--- src/verilog/i2c_mon_map.svh ---
// register map, field positions and counts of the two-wire bus status monitor
`ifndef I2C_MON_MAP_SVH
`define I2C_MON_MAP_SVH

// register indices; byte address is four times the index
`define IDX_CTRL      16'hFFA8
`define IDX_STATUS    16'hFFA9
`define IDX_CLKSEL    16'hFFAA
`define IDX_INT_ST    16'hFFAB
`define IDX_INT_MASK  16'hFFAC

// bus control fields
`define CTRL_REL_BIT  6
`define CTRL_EN_BIT   7

// clock select fields
`define CLK_CL0_BIT   0
`define CLK_DFC_BIT   2
`define CLK_SMC_BIT   3
`define CLK_DAD_BIT   4
`define CLK_CLD_BIT   5
`define CLK_WR_MASK   8'h0D
`define CLK_RESET     8'h00

// bus status and interrupt fields
`define ST_STOP_BIT   0
`define ST_START_BIT  1
`define ST_ACK_BIT    2

// clock counting within a byte
`define CNT_ZERO      4'h0
`define CNT_ONE       4'h1
`define CNT_NINTH     4'h8
`define CNT_LAST      4'h9

// bus answers
`define RESP_OKAY     2'h0
`define RESP_SLVERR   2'h2

`endif

--- src/verilog/i2c_mon_pkg.sv ---
// types shared by the two-wire bus status monitor
package i2c_mon_pkg;

  // the two bus lines travel together
  typedef struct packed {
    logic scl;
    logic sda;
  } line_s;

  // bus events, also the interrupt status layout
  typedef struct packed {
    logic ack;
    logic start;
    logic stop;
  } evt_s;

  // where the monitor stands within a transfer
  typedef enum logic [1:0] {
    ph_idle = 2'b00,
    ph_addr = 2'b01,
    ph_data = 2'b10
  } phase_e;

endpackage

--- src/verilog/i2c_status_and_line_monitor.sv ---
// status flags, line levels and clock select of a two-wire bus unit, AXI4-Lite slave
`timescale 1ns/100ps
`include "i2c_mon_map.svh"
module i2c_status_and_line_monitor
  import i2c_mon_pkg::*;
#(
  parameter int ADDR_W = 18
) (
  input  wire logic              aclk,
  input  wire logic              aresetn,
  input  wire logic [ADDR_W-1:0] awaddr,
  input  wire logic              awvalid,
  output logic                   awready,
  input  wire logic [31:0]       wdata,
  input  wire logic [3:0]        wstrb,
  input  wire logic              wvalid,
  output logic                   wready,
  output logic [1:0]             bresp,
  output logic                   bvalid,
  input  wire logic              bready,
  input  wire logic [ADDR_W-1:0] araddr,
  input  wire logic              arvalid,
  output logic                   arready,
  output logic [31:0]            rdata,
  output logic [1:0]             rresp,
  output logic                   rvalid,
  input  wire logic              rready,
  input  wire logic              serial_clock_pin,
  input  wire logic              serial_data_pin,
  output logic                   speed_select_bit,
  output logic                   glitch_filter_on,
  output logic                   rate_select_bit,
  output logic                   irq
);

  ////////////////////////////////////////////////////////////////////////////
  // declarations
  logic              awready_r, wready_r, bvalid_r, arready_r, rvalid_r, irq_r;
  logic [1:0]        bresp_r, rresp_r;
  logic [31:0]       rdata_r, w_data_r, rd_word;
  logic [3:0]        w_strb_r;
  logic [ADDR_W-1:0] aw_addr_r;
  logic              aw_got_r, w_got_r, rd_hit;
  logic              aw_hs, w_hs, b_hs, ar_hs, r_hs, do_wr, wr_hit;
  logic [ADDR_W-3:0] widx, ridx;
  logic              en_r, rel_pulse, en_fall;
  logic [7:0]        clk_cfg_r;
  logic              cld_r, dad_r;
  evt_s              flag_r, ist_r, imask_r, ev;
  line_s             pins, lines;
  logic              scl_prev_r, sda_prev_r;
  logic              scl_rise, start_det, stop_det, mon_on, first_clk, ack_set;
  logic              addr_first, after_addr;
  phase_e            phase_r;
  logic [3:0]        cnt_r;

  ////////////////////////////////////////////////////////////////////////////
  // AXI4-Lite write path: address and data taken in either order
  assign aw_hs  = awvalid & awready_r;
  assign w_hs   = wvalid & wready_r;
  assign b_hs   = bvalid_r & bready;
  assign do_wr  = aw_got_r & w_got_r & ~bvalid_r;
  assign widx   = aw_addr_r[ADDR_W-1:2];
  assign wr_hit = (widx == `IDX_CTRL) | (widx == `IDX_STATUS) | (widx == `IDX_CLKSEL) |
                  (widx == `IDX_INT_ST) | (widx == `IDX_INT_MASK);

  // hold address and data until both are in
  always_ff @(posedge aclk) begin
    if (!aresetn) begin
      aw_got_r  <= 1'b0;
      w_got_r   <= 1'b0;
      aw_addr_r <= '0;
      w_data_r  <= '0;
      w_strb_r  <= '0;
    end else begin
      if (aw_hs) begin
        aw_got_r  <= 1'b1;
        aw_addr_r <= awaddr;
      end else if (do_wr) begin
        aw_got_r <= 1'b0;
      end
      if (w_hs) begin
        w_got_r  <= 1'b1;
        w_data_r <= wdata;
        w_strb_r <= wstrb;
      end else if (do_wr) begin
        w_got_r <= 1'b0;
      end
    end
  end

  // readies drop on their handshake and return once the response is gone
  always_ff @(posedge aclk) begin
    if (!aresetn) begin
      awready_r <= 1'b0;
      wready_r  <= 1'b0;
      bvalid_r  <= 1'b0;
      bresp_r   <= `RESP_OKAY;
    end else begin
      awready_r <= ~aw_hs & ~aw_got_r & ~bvalid_r & ~do_wr;
      wready_r  <= ~w_hs & ~w_got_r & ~bvalid_r & ~do_wr;
      if (do_wr) begin
        bvalid_r <= 1'b1;
        bresp_r  <= wr_hit ? `RESP_OKAY : `RESP_SLVERR;
      end else if (b_hs) begin
        bvalid_r <= 1'b0;
      end
    end
  end

  ////////////////////////////////////////////////////////////////////////////
  // AXI4-Lite read path
  assign ar_hs = arvalid & arready_r;
  assign r_hs  = rvalid_r & rready;
  assign ridx  = araddr[ADDR_W-1:2];
  // read mux; unused bits read as zero
  always_comb begin
    rd_word = '0;
    rd_hit  = 1'b1;
    case (ridx)
      `IDX_CTRL:     rd_word[`CTRL_EN_BIT] = en_r; // release reads back zero
      `IDX_STATUS:   rd_word[2:0] = flag_r;
      `IDX_CLKSEL: begin
        rd_word[7:0]        = clk_cfg_r;
        rd_word[`CLK_CLD_BIT] = cld_r;
        rd_word[`CLK_DAD_BIT] = dad_r;
      end
      `IDX_INT_ST:   rd_word[2:0] = ist_r;
      `IDX_INT_MASK: rd_word[2:0] = imask_r;
      default:       rd_hit = 1'b0;
    endcase
  end
  // one read in flight; data sampled at the address handshake
  always_ff @(posedge aclk) begin
    if (!aresetn) begin
      arready_r <= 1'b0;
      rvalid_r  <= 1'b0;
      rdata_r   <= '0;
      rresp_r   <= `RESP_OKAY;
    end else begin
      arready_r <= ~ar_hs & ~rvalid_r;
      if (ar_hs) begin
        rvalid_r <= 1'b1;
        rdata_r  <= rd_word;
        rresp_r  <= rd_hit ? `RESP_OKAY : `RESP_SLVERR;
      end else if (r_hs) begin
        rvalid_r <= 1'b0;
      end
    end
  end

  ////////////////////////////////////////////////////////////////////////////
  // control and clock select registers
  assign rel_pulse = do_wr & w_strb_r[0] & (widx == `IDX_CTRL) & w_data_r[`CTRL_REL_BIT];
  assign en_fall   = do_wr & w_strb_r[0] & (widx == `IDX_CTRL) & en_r & ~w_data_r[`CTRL_EN_BIT];
  // unit enable; release is a write-one strobe and is not stored
  always_ff @(posedge aclk) begin
    if (!aresetn) begin
      en_r <= 1'b0;
    end else if (do_wr && w_strb_r[0] && widx == `IDX_CTRL) begin
      en_r <= w_data_r[`CTRL_EN_BIT];
    end
  end
  // only speed, filter and rate bits are stored; level bits ignore writes
  always_ff @(posedge aclk) begin
    if (!aresetn) begin
      clk_cfg_r <= `CLK_RESET;
    end else if (do_wr && w_strb_r[0] && widx == `IDX_CLKSEL) begin
      clk_cfg_r <= w_data_r[7:0] & `CLK_WR_MASK;
    end
  end
  assign speed_select_bit = clk_cfg_r[`CLK_SMC_BIT];
  assign glitch_filter_on = clk_cfg_r[`CLK_DFC_BIT];
  assign rate_select_bit  = clk_cfg_r[`CLK_CL0_BIT];

  ////////////////////////////////////////////////////////////////////////////
  // line sampling and bus condition detection
  assign pins.scl = serial_clock_pin;
  assign pins.sda = serial_data_pin;
  line_sync u_sync (
    .aclk    (aclk),
    .aresetn (aresetn),
    .pins    (pins),
    .lines   (lines)
  );
  // previous filtered levels for edge finding
  always_ff @(posedge aclk) begin
    if (!aresetn) begin
      scl_prev_r <= 1'b1;
      sda_prev_r <= 1'b1;
    end else begin
      scl_prev_r <= lines.scl;
      sda_prev_r <= lines.sda;
    end
  end
  // conditions only count while the unit is enabled
  assign scl_rise   = lines.scl & ~scl_prev_r;
  assign start_det  = en_r & lines.scl & scl_prev_r & sda_prev_r & ~lines.sda;
  assign stop_det   = en_r & lines.scl & scl_prev_r & ~sda_prev_r & lines.sda;
  assign mon_on     = en_r & (phase_r != ph_idle);
  assign addr_first = mon_on & scl_rise & (phase_r == ph_addr) & (cnt_r == `CNT_ZERO);
  assign after_addr = mon_on & scl_rise & (phase_r == ph_addr) & (cnt_r == `CNT_LAST);
  assign first_clk  = mon_on & scl_rise & ((cnt_r == `CNT_ZERO) | (cnt_r == `CNT_LAST));
  assign ack_set    = mon_on & scl_rise & (cnt_r == `CNT_NINTH) & ~lines.sda;
  // clock count within a byte; a start or restart begins an address byte
  always_ff @(posedge aclk) begin
    if (!aresetn || !en_r) begin
      phase_r <= ph_idle;
      cnt_r   <= `CNT_ZERO;
    end else if (start_det) begin
      phase_r <= ph_addr;
      cnt_r   <= `CNT_ZERO;
    end else if (stop_det) begin
      phase_r <= ph_idle;
      cnt_r   <= `CNT_ZERO;
    end else if (mon_on && scl_rise) begin
      if (cnt_r == `CNT_LAST) begin
        cnt_r   <= `CNT_ONE;
        phase_r <= ph_data;
      end else begin
        cnt_r <= cnt_r + `CNT_ONE;
      end
    end
  end

  ////////////////////////////////////////////////////////////////////////////
  // status flags: hardware only, writes to the status index are ignored
  // ack flag; a set beats any clear except operation stop
  always_ff @(posedge aclk) begin
    if (!aresetn || en_fall) begin
      flag_r.ack <= 1'b0;
    end else if (ack_set) begin
      flag_r.ack <= 1'b1;
    end else if (stop_det || first_clk || rel_pulse) begin
      flag_r.ack <= 1'b0;
    end
  end
  // start flag marks the address transfer period
  always_ff @(posedge aclk) begin
    if (!aresetn || en_fall) begin
      flag_r.start <= 1'b0;
    end else if (start_det) begin
      flag_r.start <= 1'b1;
    end else if (stop_det || after_addr || rel_pulse) begin
      flag_r.start <= 1'b0;
    end
  end
  // stop flag means bus free; an address phase implies a start after the stop
  always_ff @(posedge aclk) begin
    if (!aresetn || en_fall) begin
      flag_r.stop <= 1'b0;
    end else if (stop_det) begin
      flag_r.stop <= 1'b1;
    end else if (addr_first) begin
      flag_r.stop <= 1'b0;
    end
  end
  // line levels, forced low while stopped
  always_ff @(posedge aclk) begin
    if (!aresetn) begin
      cld_r <= 1'b0;
      dad_r <= 1'b0;
    end else begin
      cld_r <= en_r & lines.scl;
      dad_r <= en_r & lines.sda;
    end
  end

  ////////////////////////////////////////////////////////////////////////////
  // interrupts: sticky events, cleared by reading, masked onto one level
  assign ev.ack   = ack_set;
  assign ev.start = start_det;
  assign ev.stop  = stop_det;

  // an event in the clearing read cycle survives
  always_ff @(posedge aclk) begin
    if (!aresetn) begin
      ist_r <= '0;
    end else begin
      ist_r <= ((ar_hs && ridx == `IDX_INT_ST) ? evt_s'(3'h0) : ist_r) | ev;
    end
  end

  always_ff @(posedge aclk) begin
    if (!aresetn) begin
      imask_r <= '0;
      irq_r   <= 1'b0;
    end else begin
      if (do_wr && w_strb_r[0] && widx == `IDX_INT_MASK) begin
        imask_r <= w_data_r[2:0];
      end
      irq_r <= |(ist_r & imask_r);
    end
  end
  assign awready = awready_r;
  assign wready  = wready_r;
  assign bvalid  = bvalid_r;
  assign bresp   = bresp_r;
  assign arready = arready_r;
  assign rvalid  = rvalid_r;
  assign rdata   = rdata_r;
  assign rresp   = rresp_r;
  assign irq     = irq_r;
endmodule // i2c_status_and_line_monitor

--- src/verilog/line_sync.sv ---
// three-stage synchroniser with agreement filter for the bus lines
`timescale 1ns/100ps
module line_sync
  import i2c_mon_pkg::*;
(
  input  wire logic  aclk,
  input  wire logic  aresetn,
  input  wire line_s pins,
  output line_s      lines
);

  localparam int W = $bits(line_s);

  // per line: ff1 feeds ff2 only; a level is taken once ff2 and ff3 agree
  for (genvar i = 0; i < W; i++) begin : g_bit
    logic ff1_r;
    logic ff2_r;
    logic ff3_r;
    logic q_r;
    always_ff @(posedge aclk) begin
      if (!aresetn) begin
        ff1_r <= 1'b1;
        ff2_r <= 1'b1;
        ff3_r <= 1'b1;
        q_r   <= 1'b1; // idle bus is pulled high
      end else begin
        ff1_r <= pins[i];
        ff2_r <= ff1_r;
        ff3_r <= ff2_r;
        if (ff2_r == ff3_r) begin
          q_r <= ff3_r;
        end
      end
    end
    assign lines[i] = q_r;
  end

endmodule // line_sync
--- config.mk ---
export PLATFORM = sky130hd
export DESIGN_NAME = i2c_status_and_line_monitor
export DESIGN_NICKNAME = d
export VERILOG_FILES = /design/src/verilog/i2c_mon_pkg.sv /design/src/verilog/i2c_status_and_line_monitor.sv /design/src/verilog/line_sync.sv
export VERILOG_INCLUDE_DIRS = /design/src /design/src/verilog
export SDC_FILE = /design/constraint.sdc
export NUM_CORES = 1
export LEC_CHECK = 0
export BUFFER_PORTS_ARGS = -buffer_cell sky130_fd_sc_hd__buf_4
export CORE_UTILIZATION = 44
export DETAILED_ROUTE_END_ITERATION = 6
export GPL_TIMING_DRIVEN = 0
export PLACE_DENSITY = 0.71
export REMOVE_ABC_BUFFERS = 1
export SLEW_MARGIN = 15
export SYNTH_ARGS = -nofsm -noshare
export SYNTH_HDL_FRONTEND = slang
export SYNTH_HIERARCHICAL = 1
export SYNTH_SLANG_ARGS = --single-unit
--- constraint.sdc ---
create_clock -name aclk -period 1.65 [get_ports aclk]
set_input_delay 0 -clock aclk [delete_from_list [all_inputs] [get_ports aclk]]
set_output_delay 0 -clock aclk [all_outputs]
set_load 0.005 [all_outputs]
==> Yosys cells after proc, flatten, opt, wreduce, memory -nomap -nowiden <==
Index checks and enable logic that the tools add are counted.
{ "word_totals": {"ff_bits": 78, "inputBits": 81, "out_inout_bits": 45, "wordCells": 165} }
{ "op_classes": {"add_sub_neg": 1, "n_eq_ne": 15, "muxes": 25, "bitwise_logic": 54, "reduce_logical": 30} }
{ "ops": {"columns": ["cell", "n"], "rows": [
  ["$eq 16x16->1 const B", 10],
  ["$and 1x1->1", 35],
  ["$mux 1", 19],
  ["$reduce_bool 2->1", 8],
  ["$not 1->1", 12],
  ["$pmux 3 s4", 1],
  ["$eq 4x4->1 const B", 2],
  ["$logic_and 1x1->1", 6],
  ["$logic_or 1x1->1", 6],
  ["$mux 3", 2],
  ["$reduce_bool 3->1", 2],
  ["$reduce_or 3->1", 2],
  ["$or 1x1->1", 5],
  ["$reduce_or 5->1", 1],
  ["$add 4x1->4 const B", 1],
  ["$logic_not 4->1", 1],
  ["$mux 2", 2],
  ["$mux 4", 1],
  ["$reduce_and 2->1", 2],
  ["$and 3x3->3", 1],
  ["$or 3x3->3", 1],
  ["$eq 1x1->1", 2],
  ["$eq 2x1->1 const B", 1],
  ["$logic_not 1->1", 2]
]} }

==> Longest topological paths before layout <==
Gate-level depths: netlist of the first run.
{ "logic_depth": {"ltp_word": 9, "mapped_depth": 6, "depth_no_buf": 5} }

==> Modules after synthesis <==
The synthesis of the first run kept the hierarchy.
{ "modules_own_cells": {"columns": ["module", "n_inst", "cells_each", "area_each_um2"], "rows": [
  ["i2c_status_and_line_monitor", 1, 338, 2777.7],
  ["line_sync", 1, 22, 240.2]
]} }

==> Worst setup path before layout of the first run <==
OpenSTA, ideal clock, no wires.
{ "synth_timing": {"path_type": "flip-flop to flip-flop", "start": "register u_sync.g_bit[1].q_r", "end": "register cnt_r[1]", "setup_time_ns": 0.067, "t_arrival_ns": 1.300, "slack_ns": 0.283, "path_stages_with_launch": 7, "path_buffers": 1, "synth_period_minus_slack_ns": 1.367, "path_cell_list": "dfxtp_1 > buf_4 > nand2_2 > nor3_4 > nand2_2 > or3_1 > a21oi_2"} }
{ "synth_between": {"elab_chain_len": 5, "word_cells_on_any_way": 9, "cone_classes": "bitwise: 7; reduce/logical: 2"} }
{ "synth_rtl": {"columns": ["element", "line_no", "text"], "rows": [
  ["from (decl)", "line_sync.sv:19", "logic q_r;"],
  ["from (signal assigned)", "line_sync.sv:31", "q_r <= ff3_r;"],
  ["$and 1x1->1 (2 in a row)", "i2c_status_and_line_monitor.sv:198, i2c_status_and_line_monitor.sv:199", null],
  ["$and 1x1->1, on equally long branches (2 in a row)", "i2c_status_and_line_monitor.sv:198, i2c_status_and_line_monitor.sv:199", null],
  ["$reduce_or 3->1 (no line)", null, null],
  ["to (signal assigned)", "i2c_status_and_line_monitor.sv:209", "cnt_r <= `CNT_ZERO;"],
  ["to (signal assigned)", "i2c_status_and_line_monitor.sv:212", "cnt_r <= `CNT_ZERO;"],
  ["to (signal assigned)", "i2c_status_and_line_monitor.sv:215", "cnt_r <= `CNT_ZERO;"],
  ["to (decl)", "i2c_status_and_line_monitor.sv:55", "logic [3:0] cnt_r;"]
]} }
Parallel ways exist; a longest one is shown, timed or not.
A chain may end at the register's enable or synchronous reset.

==> Worst setup path after layout of the first run <==
{ "layout_timing": {"start": "register bvalid_r, in the netlist bvalid", "end": "register imask_r[2] (netlist name)"} }
{ "layout_between": {"elab_chain_len": 4} }
{ "layout_rtl": {"columns": ["element", "line_no", "text"], "rows": [
  ["from (decl)", "i2c_status_and_line_monitor.sv:38", "logic awready_r, wready_r, bvalid_r, arready_r, rvalid_r, irq_r;"],
  ["from (signal assigned)", "i2c_status_and_line_monitor.sv:97", "bvalid_r <= 1'b0;"],
  ["from (signal assigned)", "i2c_status_and_line_monitor.sv:103", "bvalid_r <= 1'b1;"],
  ["from (signal assigned)", "i2c_status_and_line_monitor.sv:106", "bvalid_r <= 1'b0;"],
  ["$not 1->1", "i2c_status_and_line_monitor.sv:62", "assign do_wr = aw_got_r & w_got_r & ~bvalid_r;"],
  ["$and 1x1->1", "i2c_status_and_line_monitor.sv:62", null],
  ["$logic_and 1x1->1", "i2c_status_and_line_monitor.sv:289", "if (do_wr && w_strb_r[0] && widx == `IDX_INT_MASK) begin"],
  ["$logic_and 1x1->1 (no line)", null, null],
  ["to (signal assigned)", "i2c_status_and_line_monitor.sv:290", "imask_r <= w_data_r[2:0];"],
  ["to (decl)", "i2c_status_and_line_monitor.sv:49", "evt_s flag_r, ist_r, imask_r, ev;"]
]} }
No other way between the ends.

==> reports/results.txt, run 1 <==
Hold Vio Cnt, Final: 0
Outcome: finished with violations
Yosys reg bits: 71
Routability congestion estimate: 0.782
Post-synth EDFFs: 0
Power Dens Cells: 936 mW/mm^2
TritonCTS buffer count: 9
Slew @ Worst Pin: 0.592 ns
CP endpoint: imask_r[2]
Worst skew pair latency: 0.34 ns
Final ANT Viol Nets: 0
Data arrival, critical path: 1.76 ns
Combinational Power Share: 0.087
TritonCTS clock tree: done
Tmin final: 1.54 ns
Ys flop type: dfxtp_1
Avg WL per Cell: 12.6 microns
Layout cells sized above 1: 0.211
Post-Route WL: 6750 microns
Antenna violations before repair: 0
Pleak: 1.69 nW
Vias in the first global route: 2519
Clock-pin slew on the worst setup and hold paths: 0.07 ns
Yosys Warn Count: 6
Synth cell types: 45
Initial core utilization: 0.465
Synth top area cells: dfxtp_1, nand2_1, buf_4
Congestion Overflow GR: 0
Mapped Area: 0.00302 sq mm
Avg Cell Area, Syn: 8.38 sq um
CP Launch Point: bvalid
Sequential share of power: 0.474
Final Util: 0.623
GRT Util Overall: 0.200
Die Footprint: 0.00719 sq mm
Port bufs: 65
Power consumption: 3.79 mW
Net Sw Frac: 0.213
Worst R2R Setup Slack: 0.11 ns
Die X: 84.8 microns
Reg2reg path depth: 5
Clock buffer depth: 2
Clock Power Share: 0.439
RR Startpoint: bvalid
Placement-stage cell area: 0.00343 sq mm
Die H: 84.8 microns
Layout Nets: 536
Diodes inserted: 0
H-tree Lvls: 3
CP Capture Type: flop
Register area share after synthesis: 0.471
Placed cells: 486
Max-slew violations: 0
# DRC: 11
Ys async rst share: 0
Net Sw Power: 805 uW
Int Pwr: 2.98 mW
Failing checks: design-rule violations
First-pass GRT wire length: 11400 microns
Floorplan core area: 0.00649 sq mm
Max Cap Viol: 0
Non-Filler Instances: 537
Rows: 29
Area Growth Syn to Fin: 34.0%
DRT iter0 DRCs: 117
Post-synth top area share: 0.471
Critical Setup Path Class: reg2reg
Vias/cell: 5.03
Cell type with the highest aggregate area in the netlist: dfxtp_1
WP data required: 1.87 ns
I/O Pins: 126
Final hold slack: 0.0114 ns
Final setup violation count: 0
CTS Sinks: 71
Worst hold path class: in2reg
Worst Setup Start Kind: flop
Final period util: 0.933
Largest fanout on the critical path: 6
Pin count of the biggest net entering global routing: 44
Highest clock rate: 0.650 GHz
Post-detail-place hpwl: 4430 microns
Root buf cell: clkbuf_8
Reg2Reg Capture Point: imask_r[2]
Pre-Repair DR Iteration Count: 7
Finished Cell Area: 0.00405 sq mm
RSZ-0062 raised after global routing: no
Clock Skew: 0.00437 ns
Maximum VDD drop: 772 uV
Vias after detailed routing: 2702
Worst slew margin: 0.605
Synth Instances: 360
worst min-delay path by stage:
stage                          startpoint               endpoint  slack [ns]  depth (start not counted)
after floorplan                   aresetn  u_sync/g_bit[0].ff2_r        0.07                          1
after global placement    serial_data_pin  u_sync/g_bit[0].ff1_r        0.18                          2
after detailed placement  serial_data_pin  u_sync/g_bit[0].ff1_r        0.19                          2
after CTS                         arvalid                 rvalid       0.008                          3
after global routing              arvalid                 rvalid       0.002                          3
final                             arvalid                 rvalid        0.01                          3
flip-flops by register name, summed over array words and instances (netlist names), 2 cells and up:
signal,cells
aw_addr_r,16
u_sync/g_bit.q_r,2
u_sync/g_bit.ff3_r,2
rdata,7
u_sync/g_bit.ff2_r,2
w_data_r,6
clk_cfg_r,3
ist_r,3
flag_r,3
imask_r,3
u_sync/g_bit.ff1_r,2
phase_r,2
cnt_r,4
routing by layer:
| metal | part of all wire | vias up | GRT usage |
|---|---|---|---|
| met5 | 0 | - | 0 |
| met4 | 0.0095 | 0 | 0.0601 |
| met3 | 0.057 | 6 | 0.0545 |
| met2 | 0.48 | 85 | 0.338 |
| met1 | 0.45 | 1249 | 0.250 |
| li1 | - | 1362 | - |
power by group through the flow:
| stage | clock, mW | sequential (mW) | combinational [mW] |
|---|---|---|---|
| 2_1_floorplan | 0 | 1.83 | 0.113 |
| 3_3_place_gp | 0 | 1.83 | 0.257 |
| 3_5_place_dp | 0 | 1.83 | 0.260 |
| 4_1_cts | 1.69 | 1.79 | 0.326 |
| 5_1_grt | 1.77 | 1.80 | 0.368 |
| 6_report | 1.66 | 1.79 | 0.331 |
cell type report:
class                      instances  area, sq um
inverter                           8         31.3
tap                               77         96.3
sequential                        71         1420
clock inverter                     6          108
clock buffer                      10          138
fill                             563         2450
multi-input combinational        265         1420
timing repair buffer             100          836
cell usage in the layout (no fill, tap or decap), types with 4 or more instances in the layout:
cell type      netlist  layout
nand3_1              6       6
conb_1               1      27
nor2_1              23      23
nand4b_1             6       6
inv_1                7       7
nand2b_1            11      11
buf_4               29      66
a21oi_1             36      36
o21ai_0             14      14
nor4_1               4       4
nor3_1               6       6
dlygate4sd3_1        0      34
dfxtp_1             71      71
nand4_1              4       4
mux2i_1              6       6
clkbuf_8             0      10
nand2_1             73      73
nor2b_1              5       5
synth_stat cells, types with 3 or more instances:
master	count
inv_1	7
a21oi_1	36
nand4b_1	6
dfxtp_1	71
nor2b_1	5
nand3_1	6
o21ai_0	14
a21o_1	3
nand2b_1	11
xor2_1	3
and2_1	3
mux2_2	3
clkbuf_1	12
nor3_1	6
nor2_1	23
buf_4	29
mux2i_1	6
nor3b_1	4
nand2_1	73
nand4_1	4
a31oi_1	3
nor4_1	4
logic make-up (layout without fill, tap and decap cells):
kind of cell | Yosys count | after routing | share of synthesized area
buffers and inverters | 50 | 124 | 0.0987
AND/OR/NAND/NOR | 158 | 158 | 0.260
flip-flops | 71 | 71 | 0.471
XOR/XNOR | 3 | 3 | 0.00871
multiplexers | 9 | 9 | 0.0311
other | 1 | 27 | 0.00124
AO/OA/AOI/OAI | 68 | 68 | 0.129
worst max-delay path: stages (launching register included):
cell and delay, ns:
dfxtp_1 0.35, nand3b_1 0.23, nor2_1 0.28, nand4_1 0.28, mux2i_1 0.22, nor2_1 0.05
per-stage QoR:
stage,worst slack (ns),TNS [ns]
global placement,-0.828,-9.01
finish,0.111,0
global route,0.00334,0
floorplan,0.238,0
detailed placement,-0.793,-8.27
CTS,0.0407,0
timing repair:
item	CTS	global route
pin swaps	0	3
setup endpoints to repair	9	14
buffers inserted	0	1
gates resized for setup	1	3
hold buffers	34	0
hold endpoints to repair	38	0
(Power assumes the default switching activity.)
==> run 2: changes to the inputs <==
--- a/config.mk
+++ b/config.mk
@@ -7,10 +7,12 @@
 export NUM_CORES = 1
 export LEC_CHECK = 0
 export BUFFER_PORTS_ARGS = -buffer_cell sky130_fd_sc_hd__buf_4
-export CORE_UTILIZATION = 44
+export CELL_PAD_IN_SITES_DETAIL_PLACEMENT = 0
+export CELL_PAD_IN_SITES_GLOBAL_PLACEMENT = 2
+export CORE_UTILIZATION = 26
 export DETAILED_ROUTE_END_ITERATION = 6
 export GPL_TIMING_DRIVEN = 0
-export PLACE_DENSITY = 0.71
+export PLACE_DENSITY = 0.75
 export REMOVE_ABC_BUFFERS = 1
 export SLEW_MARGIN = 15
 export SYNTH_ARGS = -nofsm -noshare
==> run 2 against run 1 <==
The run now ends clean. Clock power grew 15%. Wire length increased by 3.5%. Clock-buffer cell count is 1 higher. Critical endpoint is now cnt_r[1]. Worst setup slack lost 0.018 ns. Critical path depth is the same. Combinational power shrank 3%.
==> reports/results.txt, run 2 (synthesis gave the netlist of run 1 again) <==
Outcome: finished, final reports clean
Layout cells sized above 1: 0.221 (+0.0101)
Final Util: 0.376 (-0.247)
First-pass GRT wire length: 11500 microns (+0.49%)
CTS Sinks: 71 (unchanged)
Net Sw Power: 880 uW (+9.3%)
TritonCTS clock tree: done
Vias/cell: 4.35 (-14%)
Worst hold path class: in2reg
Die X: 110 microns (+29%)
Slew @ Worst Pin: 0.614 ns (+0.0219 ns)
Root buf cell: clkbuf_16
Power Dens Cells: 967 mW/mm^2 (+3.4%)
Max Cap Viol: 0 (unchanged)
Pre-Repair DR Iteration Count: 4 (-3)
Largest fanout on the critical path: 7 (+1)
Worst Setup Start Kind: flop
Clock-pin slew on the worst setup and hold paths: 0.06 ns (about the same)
Max-slew violations: 0 (unchanged)
Maximum VDD drop: 514 uV (-33%)
Placed cells: 549 (+13%)
Commonest non-fill, non-tap cell in the layout: nand2_1
Clock Power Share: 0.474 (+0.035)
Pin count of the biggest net entering global routing: 44 (unchanged)
Int Pwr: 3.15 mW (+5.5%)
Rows: 38 (+31%)
DRT iter0 DRCs: 86 (-26%)
Die H: 110 microns (+29%)
Biggest register: aw_addr_r
Port bufs: 65 (unchanged)
Diodes inserted: 0 (unchanged)
Non-Filler Instances: 597 (+11%)
Post-detail-place hpwl: 5020 microns (+13%)
Most frequent cells in the layout: nand2_1, dfxtp_1, buf_4
Pleak: 1.70 nW (+0.42%)
Highest clock rate: 0.642 GHz (-1.2%)
Data arrival, critical path: 1.82 ns (+0.06 ns)
Tmin final: 1.56 ns (+0.0181 ns)
Antenna violations before repair: 0 (unchanged)
Initial core utilization: 0.272 (-0.192)
Vias in the first global route: 2413 (-4.2%)
Die Footprint: 0.0120 sq mm (+67%)
Post-Route WL: 6990 microns (+3.5%)
Worst slew margin: 0.591 (-0.0146)
Sequential share of power: 0.446 (-0.028)
I/O Pins: 126 (unchanged)
Routability congestion estimate: 0.731 (-6.5%)
Final ANT Viol Nets: 0 (unchanged)
GRT Util Overall: 0.123 (-0.0769)
Layout Nets: 533 (-0.56%)
Net Sw Frac: 0.219 (+0.00584)
H-tree Lvls: 3 (unchanged)
Largest register FFs: 16 (unchanged)
Final setup violation count: 0 (unchanged)
Combinational Power Share: 0.079 (-0.008)
Avg WL per Cell: 11.7 microns (-6.9%)
Vias after detailed routing: 2597 (-3.9%)
Clock buffer depth: 2 (unchanged)
Worst skew pair latency: 0.32 ns (-0.02 ns)
Final period util: 0.944 (+0.0109)
Congestion Overflow GR: 0 (unchanged)
Clock Skew: 0.00610 ns (+0.00173 ns)
WP data required: 1.91 ns (+0.04 ns)
TritonCTS buffer count: 9 (unchanged)
# DRC: 0 (-11)
Area Growth Syn to Fin: 37.9%
Critical Setup Path Class: reg2reg
Floorplan core area: 0.0111 sq mm (+71%)
Hold Vio Cnt, Final: 0 (unchanged)
CP Capture Type: flop
run 2: cell count changes in the layout (fill, tap and decap cells not counted), moves of 2 or more:
| cell | previous run | this run |
|---|---|---|
| bufinv_16 | 3 | 1 |
| clkbuf_16 | 0 | 9 |
| clkbuf_8 | 10 | 1 |
| clkinvlp_4 | 1 | 3 |
| dlygate4sd3_1 | 34 | 30 |
run 2: stage by stage:
| step | TNS [ns] | worst slack [ns] | total power [mW] | instance area [sq um] | hold WS, ns |
|---|---|---|---|---|---|
| floorplan | 0 | 0.238 | 1.94 | 2850 | 0.0730 |
| global placement | -14.99 | -1.01 | 2.09 | 3510 | 0.183 |
| finish | 0 | 0.0932 | 4.03 | 4160 | 0.00499 |
| global route | -0.0247 | -0.0207 | 4.21 | 4160 | 0.0155 |
| detailed placement | -1.30 | -0.283 | 2.10 | 3510 | 0.187 |
| CTS | 0 | 0.0199 | 4.08 | 4130 | 0.00435 |
run 2: worst max-delay path, cell delays in order (launching register included):
cell     delay [ns]
dfxtp_1        0.48
nand2_2        0.14
nor3_4         0.33
nand2_2        0.10
or3_1          0.33
a21oi_2        0.11
run 2: final cells by class:
| type | instances | area [sq um] |
|---|---|---|
| Fill cell | 1125 | 6920 |
| Multi-Input combinational cell | 265 | 1430 |
| Sequential cell | 71 | 1420 |
| Timing Repair Buffer | 97 | 803 |
| Clock buffer | 11 | 243 |
| Tap cell | 140 | 175 |
| Clock inverter | 5 | 57.6 |
| Inverter | 8 | 31.3 |
run 2: final timing paths:
check                             start                     to  slack (ns)  cells after the start
setup reg to reg                   en_r               cnt_r[1]        0.09                      5
hold reg to reg   u_sync/g_bit[0].ff1_r  u_sync/g_bit[0].ff2_r        0.41                      1
setup / recovery                   en_r               cnt_r[1]        0.09                      5
hold / removal                  aresetn  u_sync/g_bit[0].ff1_r       0.005                      2
run 2: per-layer routing:
| layer | GRT usage | part of all wire | vias to the layer above |
|---|---|---|---|
| met5 | 0 | 0 | - |
| met4 | 0.0400 | 0.0052 | 0 |
| met3 | 0.0285 | 0.058 | 2 |
| met2 | 0.187 | 0.43 | 83 |
| met1 | 0.170 | 0.51 | 1156 |
| li1 | - | - | 1356 |
run 2: what timing repair did:
| action | CTS | global route |
|---|---|---|
| resized for setup | 2 | 5 |
| pin swaps | 0 | 2 |
| buffers inserted | 0 | 2 |
| hold buffers | 30 | 0 |
| setup endpoints to repair | 5 | 17 |
| hold endpoints to repair | 29 | 0 |
run 2: power by group through the flow:
| stage | registers [mW] | logic, mW | clock network, mW |
|---|---|---|---|
| 2_1_floorplan | 1.83 | 0.113 | 0 |
| 3_3_place_gp | 1.83 | 0.260 | 0 |
| 3_5_place_dp | 1.83 | 0.264 | 0 |
| 4_1_cts | 1.80 | 0.321 | 1.96 |
| 5_1_grt | 1.80 | 0.361 | 2.05 |
| 6_report | 1.80 | 0.320 | 1.91 |
==> run 3: changes to the inputs <==
--- a/config.mk
+++ b/config.mk
@@ -11,7 +11,6 @@
 export CELL_PAD_IN_SITES_GLOBAL_PLACEMENT = 2
 export CORE_UTILIZATION = 26
 export DETAILED_ROUTE_END_ITERATION = 6
-export GPL_TIMING_DRIVEN = 0
 export PLACE_DENSITY = 0.75
 export REMOVE_ABC_BUFFERS = 1
 export SLEW_MARGIN = 15
==> run 3 against run 2 <==
Clock power increased by 10%. Flip-flop and latch count unchanged. Final cell count increased by 1.7%. Sequential share of layout area decreased by 0.59 points. Global-route usage increased by 0.60 points. Critical path depth decreased by 1. Clock-buffer cell count decreased by 1. Die area unchanged. Cell area increased by 1.7%. Total power increased by 5.0%. Via count increased by 2.8%. Worst hold slack improved by 0.047 ns. Highest routed layer unchanged.
==> reports/results.txt, run 3 (synthesis gave the netlist of run 1 again) <==
Clock-pin slew on the worst setup and hold paths: 0.06 ns (about the same)
Final hold slack: 0.0519 ns (+0.0469 ns)
I/O Pins: 126 (unchanged)
Biggest register: aw_addr_r
Port bufs: 65 (unchanged)
Placed cells: 560 (+2.0%)
CTS Sinks: 71 (unchanged)
Antenna violations before repair: 0 (unchanged)
Most frequent cells in the layout: buf_4, nand2_1, dfxtp_1
Pleak: 1.77 nW (+4.1%)
Clock Skew: 0.00676 ns (+0.000667 ns)
Critical path, cell by cell: nand4b_1 > nor4_1 > and4_1 > a21o_1
# DRC: 0 (unchanged)
Gates resized, CTS repair: 0 (-2)
Root buf cell: clkbuf_16
Crit-path max cell delay: 0.48 ns (about the same)
Commonest non-fill, non-tap cell in the layout: buf_4
Outcome: finished, final reports clean
CP top delay family: simple AND/OR/NAND/NOR gates
Largest register FFs: 16 (unchanged)
Pin count of the biggest net entering global routing: 23 (-48%)
Vias after detailed routing: 2671 (+2.8%)
Final ANT Viol Nets: 0 (unchanged)
TritonCTS clock tree: done
Pre-Repair DR Iteration Count: 4 (unchanged)
Post-Route WL: 7240 microns (+3.7%)
Worst hold path class: in2reg
Die X: 110 microns (unchanged)
Highest clock rate: 0.669 GHz (+4.2%)
Layout cells sized above 1: 0.223 (+0.00169)
Diodes inserted: 0 (unchanged)
Finished Cell Area: 0.00423 sq mm (+1.7%)
# fillers: 1162 (+3.3%)
Largest fanout on the critical path: 4 (-3)
Fin Setup TNS: 0 ns (unchanged)
Final setup violation count: 0 (unchanged)
Routability congestion estimate: 0.740 (+1.2%)
Final Util: 0.382 (+0.00655)
Final Worst Setup Slack: 0.155 ns (+0.0623 ns)
Rows: 38 (unchanged)
Avg WL per Cell: 11.9 microns (+2.0%)
Power Dens Cells: 998 mW/mm^2 (+3.2%)
Data arrival, critical path: 1.76 ns (-0.06 ns)
Worst slew margin: 0.626 (+0.0356)
Worst Setup Start Kind: flop
Layout Nets: 543 (+1.9%)
Slew @ Worst Pin: 0.559 ns (-0.0547 ns)
H-tree Lvls: 3 (unchanged)
Die H: 110 microns (unchanged)
Worst skew pair latency: 0.33 ns (about the same)
Tmin final: 1.49 ns (-0.0623 ns)
First-pass GRT wire length: 11800 microns (+3.1%)
Area Growth Syn to Fin: 40.3%
CP Buf/Inv Count: 0 (unchanged)
RSZ-0062 raised after global routing: yes
Crit-path slowest cell: nor4_1
WP data required: 1.92 ns (about the same)
Maximum VDD drop: 550 uV (+7.1%)
Hold Vio Cnt, Final: 0 (unchanged)
Post-detail-place hpwl: 5250 microns (+4.5%)
Final period util: 0.906 (-0.0378)
CP Capture Type: flop
DRT iter0 DRCs: 79 (-8.1%)
Number of setup buffers added after CTS: 0 (unchanged)
Max-slew violations: 0 (unchanged)
Die Footprint: 0.0120 sq mm (unchanged)
Vias in the first global route: 2576 (+6.8%)
Power consumption: 4.23 mW (+5.0%)
TritonCTS buffer count: 9 (unchanged)
Placement-stage cell area: 0.00359 sq mm (+2.3%)
Vias/cell: 4.40 (+1.2%)
Clock buffer depth: 2 (unchanged)
Non-Filler Instances: 607 (+1.7%)
Congestion Overflow GR: 0 (unchanged)
Pre-CTS setup slack: 0.165 ns (+0.448 ns)
Max Cap Viol: 0 (unchanged)
Floorplan core area: 0.0111 sq mm (unchanged)
GRT Util Overall: 0.129 (+0.00599)
Initial core utilization: 0.272 (unchanged)
Critical Setup Path Class: reg2reg
Worst R2R Setup Slack: 0.16 ns (+0.06 ns)
==> run 3: cell count changes in the layout (fill, tap and decap cells not counted), moves of 2 or more <==
cell / delta
nor3b_1: +2
buf_4: +9
nor3b_2: -2
clkinv_4: +2
clkinvlp_4: -3
==> run 3: area by class of cell <==
cell class                 count  area (sq um)  area share
clock buffer                  10           239      0.0564
clock inverter                 6          91.3      0.0216
inverter                       8          30.0     0.00709
multi-input combinational    265          1400       0.330
sequential                    71          1420       0.336
tap                          140           175      0.0414
timing repair buffer         107           881       0.208
==> run 3: timing repair <==
| item | CTS | global route |
|---|---|---|
| setup endpoints to repair | 0 | 4 |
| hold endpoints to repair | 30 | 0 |
| hold buffers | 31 | 0 |
==> run 3: worst reg2reg max path, cell delays in order (launching register included) <==
cell      delay, ns
dfxtp_1        0.37
nand4b_1       0.15
nor4_1         0.48
and4_1         0.32
a21o_1         0.13
==> run 3: path summary, 6_finish.rpt <==
kind | to | startpoint | cells after the start
max reg2reg | rdata[2] | arready | 4
min reg2reg | u_sync/g_bit[0].ff2_r | u_sync/g_bit[0].ff1_r | 1
max | rdata[2] | arready | 4
min | arready | arvalid | 4
==> run 3: routing by layer <==
| layer | wire length, microns | vias up | global-route usage |
|---|---|---|---|
| li1 | - | 1384 | - |
| met1 | 3600 | 1204 | 0.164 |
| met2 | 3210 | 79 | 0.207 |
| met3 | 374 | 4 | 0.0368 |
| met4 | 57 | 0 | 0.0429 |
| met5 | 0 | - | 0 |
==> run 3: where the power goes <==
group | internal (mW) | leakage (nW) | total (mW) | switching (mW)
Clock | 1.37 | 0.163 | 2.11 | 0.734
Combinational | 0.180 | 1.03 | 0.327 | 0.147
Sequential | 1.76 | 0.577 | 1.79 | 0.0308
